<file path="config.mk">
export PLATFORM = sky130hd
export DESIGN_NAME = mph_host_port
export DESIGN_NICKNAME = d
export VERILOG_FILES = /design/src/mph_pkg.sv /design/src/mph_sync.sv /design/src/mph_host_port.sv
export SDC_FILE = /design/constraint.sdc
export NUM_CORES = 1
export LEC_CHECK = 0
export ABC_AREA = 1
export ABC_CLOCK_PERIOD_IN_PS = 1800
export BUFFER_PORTS_ARGS = -buffer_cell sky130_fd_sc_hd__buf_4
export CAP_MARGIN = 5
export CORE_MARGIN = 5
export CORE_UTILIZATION = 54
export CTS_BUF_LIST = sky130_fd_sc_hd__clkbuf_4
export DETAILED_ROUTE_END_ITERATION = 7
export GPL_TIMING_DRIVEN = 0
export PLACE_DENSITY = 0.89
export SLEW_MARGIN = 5
export SYNTH_ARGS = -nofsm -noshare
export SYNTH_HDL_FRONTEND = slang
export SYNTH_SLANG_ARGS = --single-unit
</file>
<file path="constraint.sdc">
create_clock -name clk_i -period 1.8 [get_ports clk_i]
set_input_delay 0.36 -clock clk_i [delete_from_list [all_inputs] [get_ports clk_i]]
set_output_delay 0.36 -clock clk_i [all_outputs]
set_load 0.02 [all_outputs]
</file>
<file path="src/mph_pkg.sv">
// Package of constants and carrier types for the modem parallel host port
// Summary of operation
// - Internal decode: port-select pins choose 3F8, 2F8, 3E8 or 2E8 ranges.
// - Interface type 10: chip-select pin is an input, low enables access.
// - Interface types 01 and 11: chip-select pin is driven as output.
// - Output role: acknowledge low while access addresses device, high otherwise.
// - Addressed access with write strobe low writes data byte to selected register.
// - Enabled interrupt output goes high on enabled pending interrupt condition.
// - Four interrupt sources, each enabled by a bit of irq_enable_reg.
// - Transmit-empty interrupt clears on an IIR read that names it; other sources follow the UART core event inputs.
// - Disabled interrupt output is high impedance, never driven low.
// - Plug-and-play: seven interrupt pins, only selected one driven, others released.
// - Other modes: all seven interrupt pins asserted together.
// - Eight-bit data bus driven only during qualified read, sampled on write.
// - Addressed access with read strobe low drives selected register onto bus.
// - Three lowest address lines select one of eight registers.
// - Interface-select pins sampled only during reset, latched afterwards.
// - Open-drain ready output inserts wait states until access can complete.
package mph_pkg;
  // ------------------------------------------------------------
  // Interface types
  // ------------------------------------------------------------
  localparam logic [1:0] MPH_IF_SERIAL = 2'h0;
  localparam logic [1:0] MPH_IF_PNP = 2'h1;
  localparam logic [1:0] MPH_IF_EXT = 2'h2;
  localparam logic [1:0] MPH_IF_INT = 2'h3;
  // ------------------------------------------------------------
  // Port ranges, address bits 9:3
  // ------------------------------------------------------------
  localparam logic [6:0] MPH_BASE_COM1 = 7'h7f;
  localparam logic [6:0] MPH_BASE_COM2 = 7'h5f;
  localparam logic [6:0] MPH_BASE_COM3 = 7'h7d;
  localparam logic [6:0] MPH_BASE_COM4 = 7'h5d;
  // ------------------------------------------------------------
  // Register offsets and fields
  // ------------------------------------------------------------
  localparam logic [2:0] MPH_REG_DATA = 3'h0;
  localparam logic [2:0] MPH_REG_IRQ_EN = 3'h1;
  localparam logic [2:0] MPH_REG_IIR = 3'h2;
  localparam logic [2:0] MPH_REG_LSR = 3'h5;
  localparam logic [2:0] MPH_REG_MSR = 3'h6;
  localparam int MPH_IEN_RDA = 0;
  localparam int MPH_IEN_THRE = 1;
  localparam int MPH_IEN_RLS = 2;
  localparam int MPH_IEN_MS = 3;
  localparam logic [3:0] MPH_IIR_NONE = 4'h1;
  localparam logic [3:0] MPH_IIR_RLS = 4'h6;
  localparam logic [3:0] MPH_IIR_RDA = 4'h4;
  localparam logic [3:0] MPH_IIR_THRE = 4'h2;
  localparam logic [3:0] MPH_IIR_MS = 4'h0;
  localparam logic [7:0] MPH_REG_RST = 8'h00;
  localparam int MPH_IRQ_PINS = 7;
  localparam int MPH_WAIT_CYC = 2;

  typedef enum logic [1:0] {
    MPH_ST_IDLE,
    MPH_ST_WAIT,
    MPH_ST_DONE
  } mph_state_t;

  // Host bus pins after synchronisation
  typedef struct packed {
    logic [9:0] addr;
    logic aen_n;
    logic rd_n;
    logic wr_n;
    logic cs_n;
    logic [7:0] data;
  } mph_host_t;

  // Events from the UART core
  typedef struct packed {
    logic rx_avail;
    logic line_stat;
    logic modem_stat;
  } mph_uart_ev_t;
endpackage

</file>
<file path="src/mph_sync.sv">
// Two-stage synchroniser for pin inputs
`timescale 1ns/1ps
`default_nettype none
module mph_sync #(
  parameter int W = 1
) (
  // Clock and reset
  input wire logic clk_i,
  input wire logic rst_i,
  // Data
  input wire logic [W-1:0] d_i,
  output logic [W-1:0] q_o
);
  if (W < 1) begin : g_bad_width
    $error("W must be at least one");
  end
  typedef struct packed {
    logic [W-1:0] s1;
    logic [W-1:0] s2;
  } mph_sync_st_t;
  mph_sync_st_t st_r;
  mph_sync_st_t st_nxt;

  always_comb begin
    st_nxt.s1 = d_i;
    st_nxt.s2 = st_r.s1;
  end

  always_ff @(posedge clk_i) begin
    if (rst_i) begin
      st_r <= '0;
    end else begin
      st_r <= st_nxt;
    end
  end

  assign q_o = st_r.s2;
endmodule
`default_nettype wire

</file>
<file path="src/mph_host_port.sv">
// Parallel host port: decode, register access, interrupt pins
`timescale 1ns/1ps
`default_nettype none
module mph_host_port #(
  parameter int WAIT_CYC = mph_pkg::MPH_WAIT_CYC
) (
  // Clock and reset
  input wire logic clk_i,
  input wire logic rst_i,
  // Interface straps and port select
  input wire logic iface_type_sel_lo_i,
  input wire logic iface_type_sel_hi_i,
  input wire logic port_select_lo_i,
  input wire logic port_select_hi_i,
  // Host bus
  input wire logic [9:0] host_addr_bus_i,
  input wire logic host_aen_n_i,
  input wire logic host_read_n_i,
  input wire logic host_write_n_i,
  input wire logic host_chip_sel_n_i,
  output logic chip_ack_n_o,
  output logic chip_ack_oe_o,
  input wire logic [7:0] host_data_bus_i,
  output logic [7:0] host_data_bus_o,
  output logic host_data_bus_oe_o,
  output logic host_ready_oe_o,
  // Interrupt pins
  input wire logic host_irq_out_en_i,
  input wire logic [2:0] host_irq_pin_sel_i,
  output logic [mph_pkg::MPH_IRQ_PINS-1:0] host_irq_lines_o,
  output logic [mph_pkg::MPH_IRQ_PINS-1:0] host_irq_lines_oe_o,
  // UART core side
  input wire mph_pkg::mph_uart_ev_t uart_ev_i,
  input wire logic [7:0] uart_rx_data_i,
  input wire logic [7:0] uart_lsr_i,
  input wire logic [7:0] uart_msr_i,
  output logic uart_wr_o,
  output logic [2:0] uart_wr_addr_o,
  output logic [7:0] uart_wr_data_o,
  output logic [1:0] iface_type_o
);
  import mph_pkg::*;

  // Wait counter is four bits wide
  if (WAIT_CYC < 1 || WAIT_CYC > 15) begin : g_bad_wait
    $error("WAIT_CYC out of range");
  end

  // ------------------------------------------------------------
  // Pin synchronisers
  // ------------------------------------------------------------
  mph_host_t hs;
  logic [3:0] straps;
  mph_sync #(.W($bits(mph_host_t))) u_sync_host (
    .clk_i(clk_i),
    .rst_i(1'b0),
    .d_i({host_addr_bus_i, host_aen_n_i, host_read_n_i, host_write_n_i, host_chip_sel_n_i, host_data_bus_i}),
    .q_o(hs)
  );
  mph_sync #(.W(4)) u_sync_strap (
    .clk_i(clk_i),
    .rst_i(1'b0),
    .d_i({iface_type_sel_hi_i, iface_type_sel_lo_i, port_select_hi_i, port_select_lo_i}),
    .q_o(straps)
  );

  // ------------------------------------------------------------
  // State
  // ------------------------------------------------------------
  typedef struct packed {
    mph_state_t st;
    logic [3:0] wcnt;
    logic [1:0] itype;
    logic [7:0] ien;
    logic thre_pend;
    logic rd_cycle;
    logic ack_n;
    logic ack_oe;
    logic [7:0] dout;
    logic dout_oe;
    logic rdy_oe;
    logic [MPH_IRQ_PINS-1:0] irq;
    logic [MPH_IRQ_PINS-1:0] irq_oe;
    logic wr;
    logic [2:0] wr_addr;
    logic [7:0] wr_data;
  } mph_st_t;
  mph_st_t r_r;
  mph_st_t r_nxt;

  logic [6:0] base;
  logic hit;
  logic strobe;
  logic [3:0] pend;
  logic [3:0] iir_id;
  logic [7:0] rd_val;

  always_comb begin
    unique case ({straps[1], straps[0]})
      2'b00: base = MPH_BASE_COM1;
      2'b01: base = MPH_BASE_COM2;
      2'b10: base = MPH_BASE_COM3;
      2'b11: base = MPH_BASE_COM4;
    endcase
    if (r_r.itype == MPH_IF_EXT) begin
      hit = !hs.cs_n;
    end else if (r_r.itype == MPH_IF_INT || r_r.itype == MPH_IF_PNP) begin
      hit = !hs.aen_n && (hs.addr[9:3] == base);
    end else begin
      hit = 1'b0;
    end
    strobe = hit && (!hs.rd_n || !hs.wr_n);
    // Priority: line status, rx data, tx empty, modem status
    pend[MPH_IEN_RLS] = r_r.ien[MPH_IEN_RLS] && uart_ev_i.line_stat;
    pend[MPH_IEN_RDA] = r_r.ien[MPH_IEN_RDA] && uart_ev_i.rx_avail;
    pend[MPH_IEN_THRE] = r_r.ien[MPH_IEN_THRE] && r_r.thre_pend;
    pend[MPH_IEN_MS] = r_r.ien[MPH_IEN_MS] && uart_ev_i.modem_stat;
    if (pend[MPH_IEN_RLS]) begin
      iir_id = MPH_IIR_RLS;
    end else if (pend[MPH_IEN_RDA]) begin
      iir_id = MPH_IIR_RDA;
    end else if (pend[MPH_IEN_THRE]) begin
      iir_id = MPH_IIR_THRE;
    end else if (pend[MPH_IEN_MS]) begin
      iir_id = MPH_IIR_MS;
    end else begin
      iir_id = MPH_IIR_NONE;
    end
    unique case (hs.addr[2:0])
      MPH_REG_DATA: rd_val = uart_rx_data_i;
      MPH_REG_IRQ_EN: rd_val = r_r.ien;
      MPH_REG_IIR: rd_val = {4'h0, iir_id};
      MPH_REG_LSR: rd_val = uart_lsr_i;
      MPH_REG_MSR: rd_val = uart_msr_i;
      default: rd_val = MPH_REG_RST;
    endcase

    r_nxt = r_r;
    r_nxt.wr = 1'b0;
    // Strap latch while reset held is done in the always_ff
    r_nxt.ack_oe = (r_r.itype == MPH_IF_PNP) || (r_r.itype == MPH_IF_INT);
    r_nxt.ack_n = !(hit && r_nxt.ack_oe);
    unique case (r_r.st)
      MPH_ST_IDLE: begin
        r_nxt.dout_oe = 1'b0;
        r_nxt.rdy_oe = 1'b0;
        if (strobe) begin
          r_nxt.st = MPH_ST_WAIT;
          r_nxt.wcnt = 4'(WAIT_CYC);
          r_nxt.rdy_oe = 1'b1;
          r_nxt.rd_cycle = !hs.rd_n;
        end
      end
      MPH_ST_WAIT: begin
        if (r_r.wcnt > 4'h1) begin
          r_nxt.wcnt = r_r.wcnt - 4'h1;
        end else begin
          r_nxt.st = MPH_ST_DONE;
          r_nxt.rdy_oe = 1'b0;
          if (r_r.rd_cycle) begin
            r_nxt.dout = rd_val;
            r_nxt.dout_oe = 1'b1;
            if (hs.addr[2:0] == MPH_REG_IIR && iir_id == MPH_IIR_THRE) begin
              r_nxt.thre_pend = 1'b0;
            end
          end else begin
            r_nxt.wr = 1'b1;
            r_nxt.wr_addr = hs.addr[2:0];
            r_nxt.wr_data = hs.data;
            if (hs.addr[2:0] == MPH_REG_IRQ_EN) begin
              r_nxt.ien = {4'h0, hs.data[3:0]};
            end
            if (hs.addr[2:0] == MPH_REG_DATA) begin
              r_nxt.thre_pend = 1'b0;
            end
          end
        end
      end
      MPH_ST_DONE: begin
        if (!strobe) begin
          r_nxt.st = MPH_ST_IDLE;
          r_nxt.dout_oe = 1'b0;
          if (!r_r.rd_cycle && r_r.wr_addr == MPH_REG_DATA) begin
            r_nxt.thre_pend = 1'b1;
          end
        end
      end
      default: r_nxt.st = MPH_ST_IDLE;
    endcase
    // Interrupt pins
    for (int i = 0; i < MPH_IRQ_PINS; i++) begin
      if (!host_irq_out_en_i) begin
        r_nxt.irq_oe[i] = 1'b0;
      end else if (r_r.itype == MPH_IF_PNP) begin
        r_nxt.irq_oe[i] = (3'(i) == host_irq_pin_sel_i);
      end else begin
        r_nxt.irq_oe[i] = 1'b1;
      end
      r_nxt.irq[i] = r_nxt.irq_oe[i] && (|pend);
    end
  end

  always_ff @(posedge clk_i) begin
    if (rst_i) begin
      r_r.st <= MPH_ST_IDLE;
      r_r.wcnt <= '0;
      r_r.itype <= straps[3:2];
      r_r.ien <= MPH_REG_RST;
      r_r.thre_pend <= 1'b1;
      r_r.rd_cycle <= 1'b0;
      r_r.ack_n <= 1'b1;
      r_r.ack_oe <= 1'b0;
      r_r.dout <= MPH_REG_RST;
      r_r.dout_oe <= 1'b0;
      r_r.rdy_oe <= 1'b0;
      r_r.irq <= '0;
      r_r.irq_oe <= '0;
      r_r.wr <= 1'b0;
      r_r.wr_addr <= '0;
      r_r.wr_data <= '0;
    end else begin
      r_r <= r_nxt;
    end
  end

  assign chip_ack_n_o = r_r.ack_n;
  assign chip_ack_oe_o = r_r.ack_oe;
  assign host_data_bus_o = r_r.dout;
  assign host_data_bus_oe_o = r_r.dout_oe;
  assign host_ready_oe_o = r_r.rdy_oe;
  assign host_irq_lines_o = r_r.irq;
  assign host_irq_lines_oe_o = r_r.irq_oe;
  assign uart_wr_o = r_r.wr;
  assign uart_wr_addr_o = r_r.wr_addr;
  assign uart_wr_data_o = r_r.wr_data;
  assign iface_type_o = r_r.itype;
endmodule
`default_nettype wire

</file>
==> impl_results.md, run 1 <==
* Register-to-Register Setup Slack at 0.15 ns
* Sequential area share after synthesis at 58.4%
* Max Slew Vio Count at 0
* First-pass GRT wire length at 13.1 mm
* Site row count at 29
* CTS tree: built
* Remaining DRCs at 0
* Vias/cell at 4.89
* Worst path bufs/invs at 1
* Initial core utilization at 56.0%
* Largest net degree at the start of global routing at 19
* Pwr per Cell Area at 853 nW/µm²
* Total CTS buffers at 9
* Root buffer cell: clkbuf_4
* Post-synthesis cell type count at 31
* Post-Layout Cell Count at 614
* Worst-path clk slew at 0.17 ns
* Detailed placement HPWL at 5.69 mm
* WP data arrival at 2.02 ns
* Pleak at 0.00229 µW
* # IOs at 99
* Register Area at 2100 µm²
* WL final at 8.60 mm
* Worst slew pin tran at 0.721 ns
* All-Layer GR Usage at 19.3%
* VDD IR max at 0.900 mV
* Global placement routability congestion at 0.870
* CTS Sinks at 104
* Status: complete, no violations
* Slowest-stage cell, CP: dfxtp_1
* Initial antenna violation count at 0
* Number of global-route vias before repair at 2937
* Core ar. at 6420 µm²
* Synthesized Nets at 458
* Period utilisation layout at 91.5%
* Initial DRC count at 148
* Top FF cell, synth: dfxtp_1
* Kind of end point of the critical path: register
* Worst setup margin at 0.153 ns
* Post-synthesis cell count at 397
* RSZ-0062 raised after global routing: false
* Layout Nets at 593
* Area of the multi-input gates at 1080 µm²
* Clock buffer depth at 2
* DP Worst Slack at 0.0866 ns
* Pwr Total at 4110 µW
* Crit path required time at 2.17 ns
* Post-synthesis async set-or-reset flop share at 0%
* Post-synth EDFFs at 2
* Fin Setup TNS at 0 ns
* Peak Freq at 607 MHz
* Reported max-cap violation count at 0
* Setup Skew at 0.0291 ns
* Post-CTS Setup Bufs at 0
* Number of port buffers at 98
* Final Setup Violations at 0
* Cell Area, Synth at 3600 µm²
* Synthesis-stage register bit count at 104
* Fin crit period at 1.65 ns
* Most common cell on crit path: nand2_1
* Slew HR at 51.9%
* CP Max Fanout at 9
* H-tree levels at 3
* Die Ht at 91.6 µm
* Overflow after GRT at 0
* Vias at 3000
* Startpoint Class: register
* Inst Count DP at 572
* Wirelength per Cell at 14.0 µm
* CP delay by family, top: simple AND/OR/NAND/NOR gates
* Die X at 91.6 µm
* TritonRoute pass-1 iters at 4
* Hold WC Path Type: in -> reg
* Syn_area_per_cell at 9.07 µm²
* Worst skew pair latency at 0.46 ns
* Final Hold Vio Count at 0
* Critical path class: reg -> reg
* YS warnings at 0
* Share of cells above drive strength 1 at 32.0%
* Area delta synth->final at 33.8%
* Fill cell count at 419
* ANT cells at 0
* DIE AREA at 8400 µm²
* Critical-path cell list: inv_1 -> ha_1 -> o21ai_2 -> nand2_2 -> nand2_1 -> nand2_1 -> a21oi_1
* Post-CTS Hold Buffers at 21
* Crit path largest cell delay at 0.38 ns
* CTS resizes at 0
* Antenna Nets Post-Route at 0
[power by group]
group | switching [µW] | internal [µW]
Sequential | 59.4 | 2420
Clock | 772 | 332
Combinational | 256 | 268
[area by class of cell]
type	count	area share [%]
inverter	30	2.34
multi-input combinational	222	22.5
tap	77	2.00
buffer	41	6.26
sequential	104	43.7
clock buffer	11	1.72
clock inverter	5	0.832
timing repair buffer	124	20.7
[metal layers]
metal  part of all wire (%)  track usage, %  wire length [µm]
met1                     36            20.6              3130
met4                    2.3            6.78               195
met2                     56            36.0              4790
met5                      0               0                 0
met3                    5.7            5.56               492
[logic make-up (layout without fill, tap and decap cells)]
family / after synthesis / count (layout) / synth area share, %
AND/OR/NAND/NOR: 166 / 166 / 21.1
flip-flops: 104 / 104 / 58.4
buffers and inverters: 71 / 211 / 11.5
AO/OA/AOI/OAI: 53 / 53 / 8.10
adder cells (fa/ha/maj): 2 / 2 / 0.695
XOR/XNOR: 1 / 1 / 0.243
[cells in the mapped netlist, types with 2 or more instances]
master / count / area, µm²
nand2_1: 78 / 293
nor3_1: 8 / 40.0
nor2_1: 42 / 158
nor2_4: 4 / 45.0
o21ai_0: 14 / 70.1
buf_4: 35 / 263
ha_1: 2 / 25.0
inv_2: 5 / 18.8
edfxtp_1: 2 / 60.1
inv_1: 25 / 93.8
a21oi_1: 25 / 125
dfxtp_1: 102 / 2040
nand3_1: 21 / 105
o21ai_1: 8 / 40.0
nand4_1: 4 / 25.0
buf_2: 4 / 20.0
a31oi_1: 3 / 18.8
nand2_2: 2 / 12.5
[path summary, 6_finish.rpt]
| path | startpoint | to | depth (start not counted) |
|---|---|---|---|
| worst min register to register | u_sync_strap.st_nxt[3] | u_sync_strap.q_o[3] | 0 |
| worst max register to register | r_r[50] | r_r[52] | 7 |
| worst min-delay path | rst_i | iface_type_o[1] | 1 |
| worst max-delay path | r_r[50] | r_r[52] | 7 |
[state kept, by name, summed over array words and instances, names as in the netlist, 2 cells and up]
name,flops
u_sync_host.st_nxt,22
host_irq_lines_oe_o,7
host_data_bus_o,8
r_r,12
uart_wr_addr_o,3
iface_type_o,2
uart_wr_data_o,8
host_irq_lines_o,7
u_sync_strap.q_o,4
u_sync_host.q_o,22
u_sync_strap.st_nxt,4
[cell usage in the layout (no fill, tap or decap)]
cell / synthesis / routed
buf_4: 35 / 133
dfxtp_1: 102 / 102
nand2_1: 78 / 78
nor2_1: 42 / 42
dlygate4sd3_1: 0 / 26
inv_1: 25 / 25
a21oi_1: 25 / 25
nand3_1: 21 / 21
o21ai_0: 14 / 14
clkbuf_4: 0 / 11
nor3_1: 8 / 8
o21ai_1: 8 / 8
inv_2: 5 / 5
nor2_4: 4 / 4
buf_2: 4 / 4
nand4_1: 4 / 4
a31oi_1: 3 / 3
inv_6: 0 / 3
nand2_2: 2 / 2
ha_1: 2 / 2
edfxtp_1: 2 / 2
o211ai_4: 1 / 1
clkbuf_1: 1 / 1
o21ai_2: 1 / 1
xor2_1: 1 / 1
nor3_4: 1 / 1
nor2_2: 1 / 1
and2_1: 1 / 1
nand3b_1: 1 / 1
nor2_8: 1 / 1
buf_8: 1 / 1
nand3_4: 1 / 1
o211ai_1: 1 / 1
or2_2: 1 / 1
clkinv_2: 0 / 1
clkinv_4: 0 / 1
[metrics by stage]
| stage | cell area (µm²) | hold WS [ns] | utilization (%) |
|---|---|---|---|
| 2_1_floorplan | 3600 | 0.310 | - |
| 3_3_place_gp | 4430 | 0.310 | 69.0 |
| 3_5_place_dp | 4430 | 0.313 | 69.0 |
| 4_1_cts | 4760 | 0.000119 | 74.2 |
| 5_1_grt | 4810 | 0.0559 | 75.0 |
| 6_report | 4810 | 0.104 | 75.0 |
Note: power is estimated with default switching activity, not from simulation.
==> inputs of run 2 (changes only) <==
Settings changed: MAX_ROUTING_LAYER from default to met4, SLEW_MARGIN 5 to 40.
==> run 2 against run 1 <==
Against the previous run: global-route usage up 1.7 points; highest routed layer unchanged; combinational power is essentially flat; critical path type unchanged; clock power is essentially flat; worst setup slack better by 0.020 ns; sequential cell count unchanged; fmax rose by 1.2%; power shrank 0.90%; largest cell class unchanged; utilization is essentially flat; clock skew fell by 0.017 ns.
==> impl_results.md, run 2 (synthesis gave the netlist of run 1 again) <==
* Status: complete, no violations
* Clock buffer depth at 2
* Pwr per Cell Area at 845 nW/µm²
* Reported max-cap violation count at 0
* Hold WC Path Type: in -> reg
* Pleak at 0.00229 µW
* Post-Layout Cell Count at 614
* WP data arrival at 2.02 ns
* Critical-path cell list: inv_1 -> ha_1 -> o21ai_2 -> nand2_2 -> nand2_1 -> nand2_1 -> a21oi_1
* DIE AREA at 8400 µm²
* RSZ-0062 raised after global routing: false
* Clock network fraction of total power at 26.4%
* Crit path required time at 2.19 ns
* Final Setup Violations at 0
* Core ar. at 6420 µm²
* Worst path depth at 7
* Layout Nets at 593
* Fill cell count at 452
* Slowest-stage cell, CP: dfxtp_1
* Initial antenna violation count at 0
* TritonRoute pass-1 iters at 5
* Vias at 3002
* Slew HR at 49.2%
* Int Power at 2990 µW
* Commonest non-fill, non-tap cell in the layout: buf_4
* Most common cell on crit path: nand2_1
* WL final at 8.30 mm
* Die Ht at 91.6 µm
* Overflow after GRT at 0
* Fin crit period at 1.63 ns
* Initial core utilization at 56.0%
* Worst-path clk slew at 0.16 ns
* Area delta synth->final at 33.7%
* Sw frac at 26.6%
* Detailed placement HPWL at 5.84 mm
* Fin Setup TNS at 0 ns
* Period utilisation layout at 90.4%
* Metal3 WL at 436 µm
* Most frequent cells in the layout: buf_4 (133), dfxtp_1 (102), nand2_1 (78), nor2_1 (42), dlygate4sd3_1 (26)
* Hold path start: rst_i
* Worst Hold Endpoint: iface_type_o[0]
* Site row count at 29
* Reg-to-Reg Start: r_r[50]
* Hold path cells at 1
* CTS Sinks at 104
* Critical path class: reg -> reg
* Largest net degree at the start of global routing at 19
* Combinational Power Share at 12.8%
* Peak Freq at 615 MHz
* Root buffer cell: clkbuf_4
* VDD IR max at 0.637 mV
* Final Hold Vio Count at 0
* Startpoint Class: register
* Routed wl met2 at 4.40 mm
* Origin of the worst setup path: r_r[50]
* Initial DRC count at 141
* Top layer used by detailed routing: met4
* Max Slew Vio Count at 0
* Switching power at 1080 µW
* Inst Count DP at 572
* Crit path largest cell delay at 0.38 ns
* CP delay by family, top: simple AND/OR/NAND/NOR gates
* Number of global-route vias before repair at 3112
* Worst path bufs/invs at 1
* H-tree levels at 3
* Global placement routability congestion at 0.881
* All-Layer GR Usage at 21.0%
* Wirelength per Cell at 13.5 µm
* CTS tree: built
* Total CTS buffers at 9
* # IOs at 99
* Setup Skew at 0.0121 ns
* Worst slew pin tran at 0.763 ns
* First-pass GRT wire length at 13.8 mm
* Sequential Power Share at 60.8%
* Vias/cell at 4.89
* CP Max Fanout at 9
* Worst skew pair latency at 0.46 ns
* Register-to-Register Setup Slack at 0.17 ns
* ANT cells at 0
* Area of the multi-input gates at 1080 µm²
* Met1 WL at 3.18 mm
* Die X at 91.6 µm
* Remaining DRCs at 0
* Kind of end point of the critical path: register
* Share of cells above drive strength 1 at 31.7%
* Worst-case reg-to-reg path depth at 7
* Number of port buffers at 98
* Register Area at 2100 µm²
* Worst flop-to-flop path endpoint: r_r[52]
* Antenna Nets Post-Route at 0
run 2: worst register-to-register path, delay by kind of cell, from the launching register on:
family	cells	cell delay (ns)
flip-flops	1	0.38
adder cells (fa/ha/maj)	1	0.28
AND/OR/NAND/NOR	3	0.43
buffers and inverters	1	0.08
AO/OA/AOI/OAI	2	0.40
run 2: repair_timing:
action / in CTS / in global routing
hold buffers: 26 / 0
hold endpoints to repair: 26 / 0
resized for setup: 0 / 0
setup buffers: 0 / 0
run 2: stage by stage:
stage	total power [µW]	hold slack, ns	setup WS, ns	instance area, µm²	util (%)
after floorplan	2780	0.310	0.421	3600	-
after global placement	2970	0.310	0.193	4430	69.0
after detailed placement	2990	0.312	0.131	4430	69.0
after CTS	4080	0.0883	0.188	4810	74.9
after global routing	4240	0.0877	0.0591	4810	74.9
final	4070	0.119	0.173	4810	74.9
run 2: metal layers:
metal | track usage, % | vias up
met5 | - | -
met4 | 12.6 | 0
met3 | 4.17 | 25
met2 | 36.8 | 114
met1 | 21.7 | 1358
li1 | - | 1505
run 2: worst max-delay path by stage:
| stage | slack [ns] | end |
|---|---|---|
| floorplan | 0.42 | uart_wr_addr_o[1] |
| global placement | 0.19 | host_data_bus_o[0] |
| detailed placement | 0.13 | host_data_bus_o[0] |
| CTS | 0.19 | r_r[52] |
| global route | 0.06 | r_r[52] |
| finish | 0.17 | r_r[52] |
run 2: layout make-up:
type	count	share of cell area [%]
inverter	30	2.34
tap	77	2.00
clock inverter	7	1.12
timing repair buffer	124	20.7
sequential	104	43.7
buffer	41	6.26
clock buffer	9	1.40
multi-input combinational	222	22.5
run 2: power by group through the flow:
| stage | Sequential [µW] | Clock (µW) | Combinational, µW |
|---|---|---|---|
| after floorplan | 2510 | 0 | 266 |
| after global placement | 2510 | 0 | 454 |
| after detailed placement | 2520 | 0 | 468 |
| after CTS | 2470 | 1090 | 515 |
| after global routing | 2490 | 1190 | 567 |
| final | 2470 | 1070 | 521 |
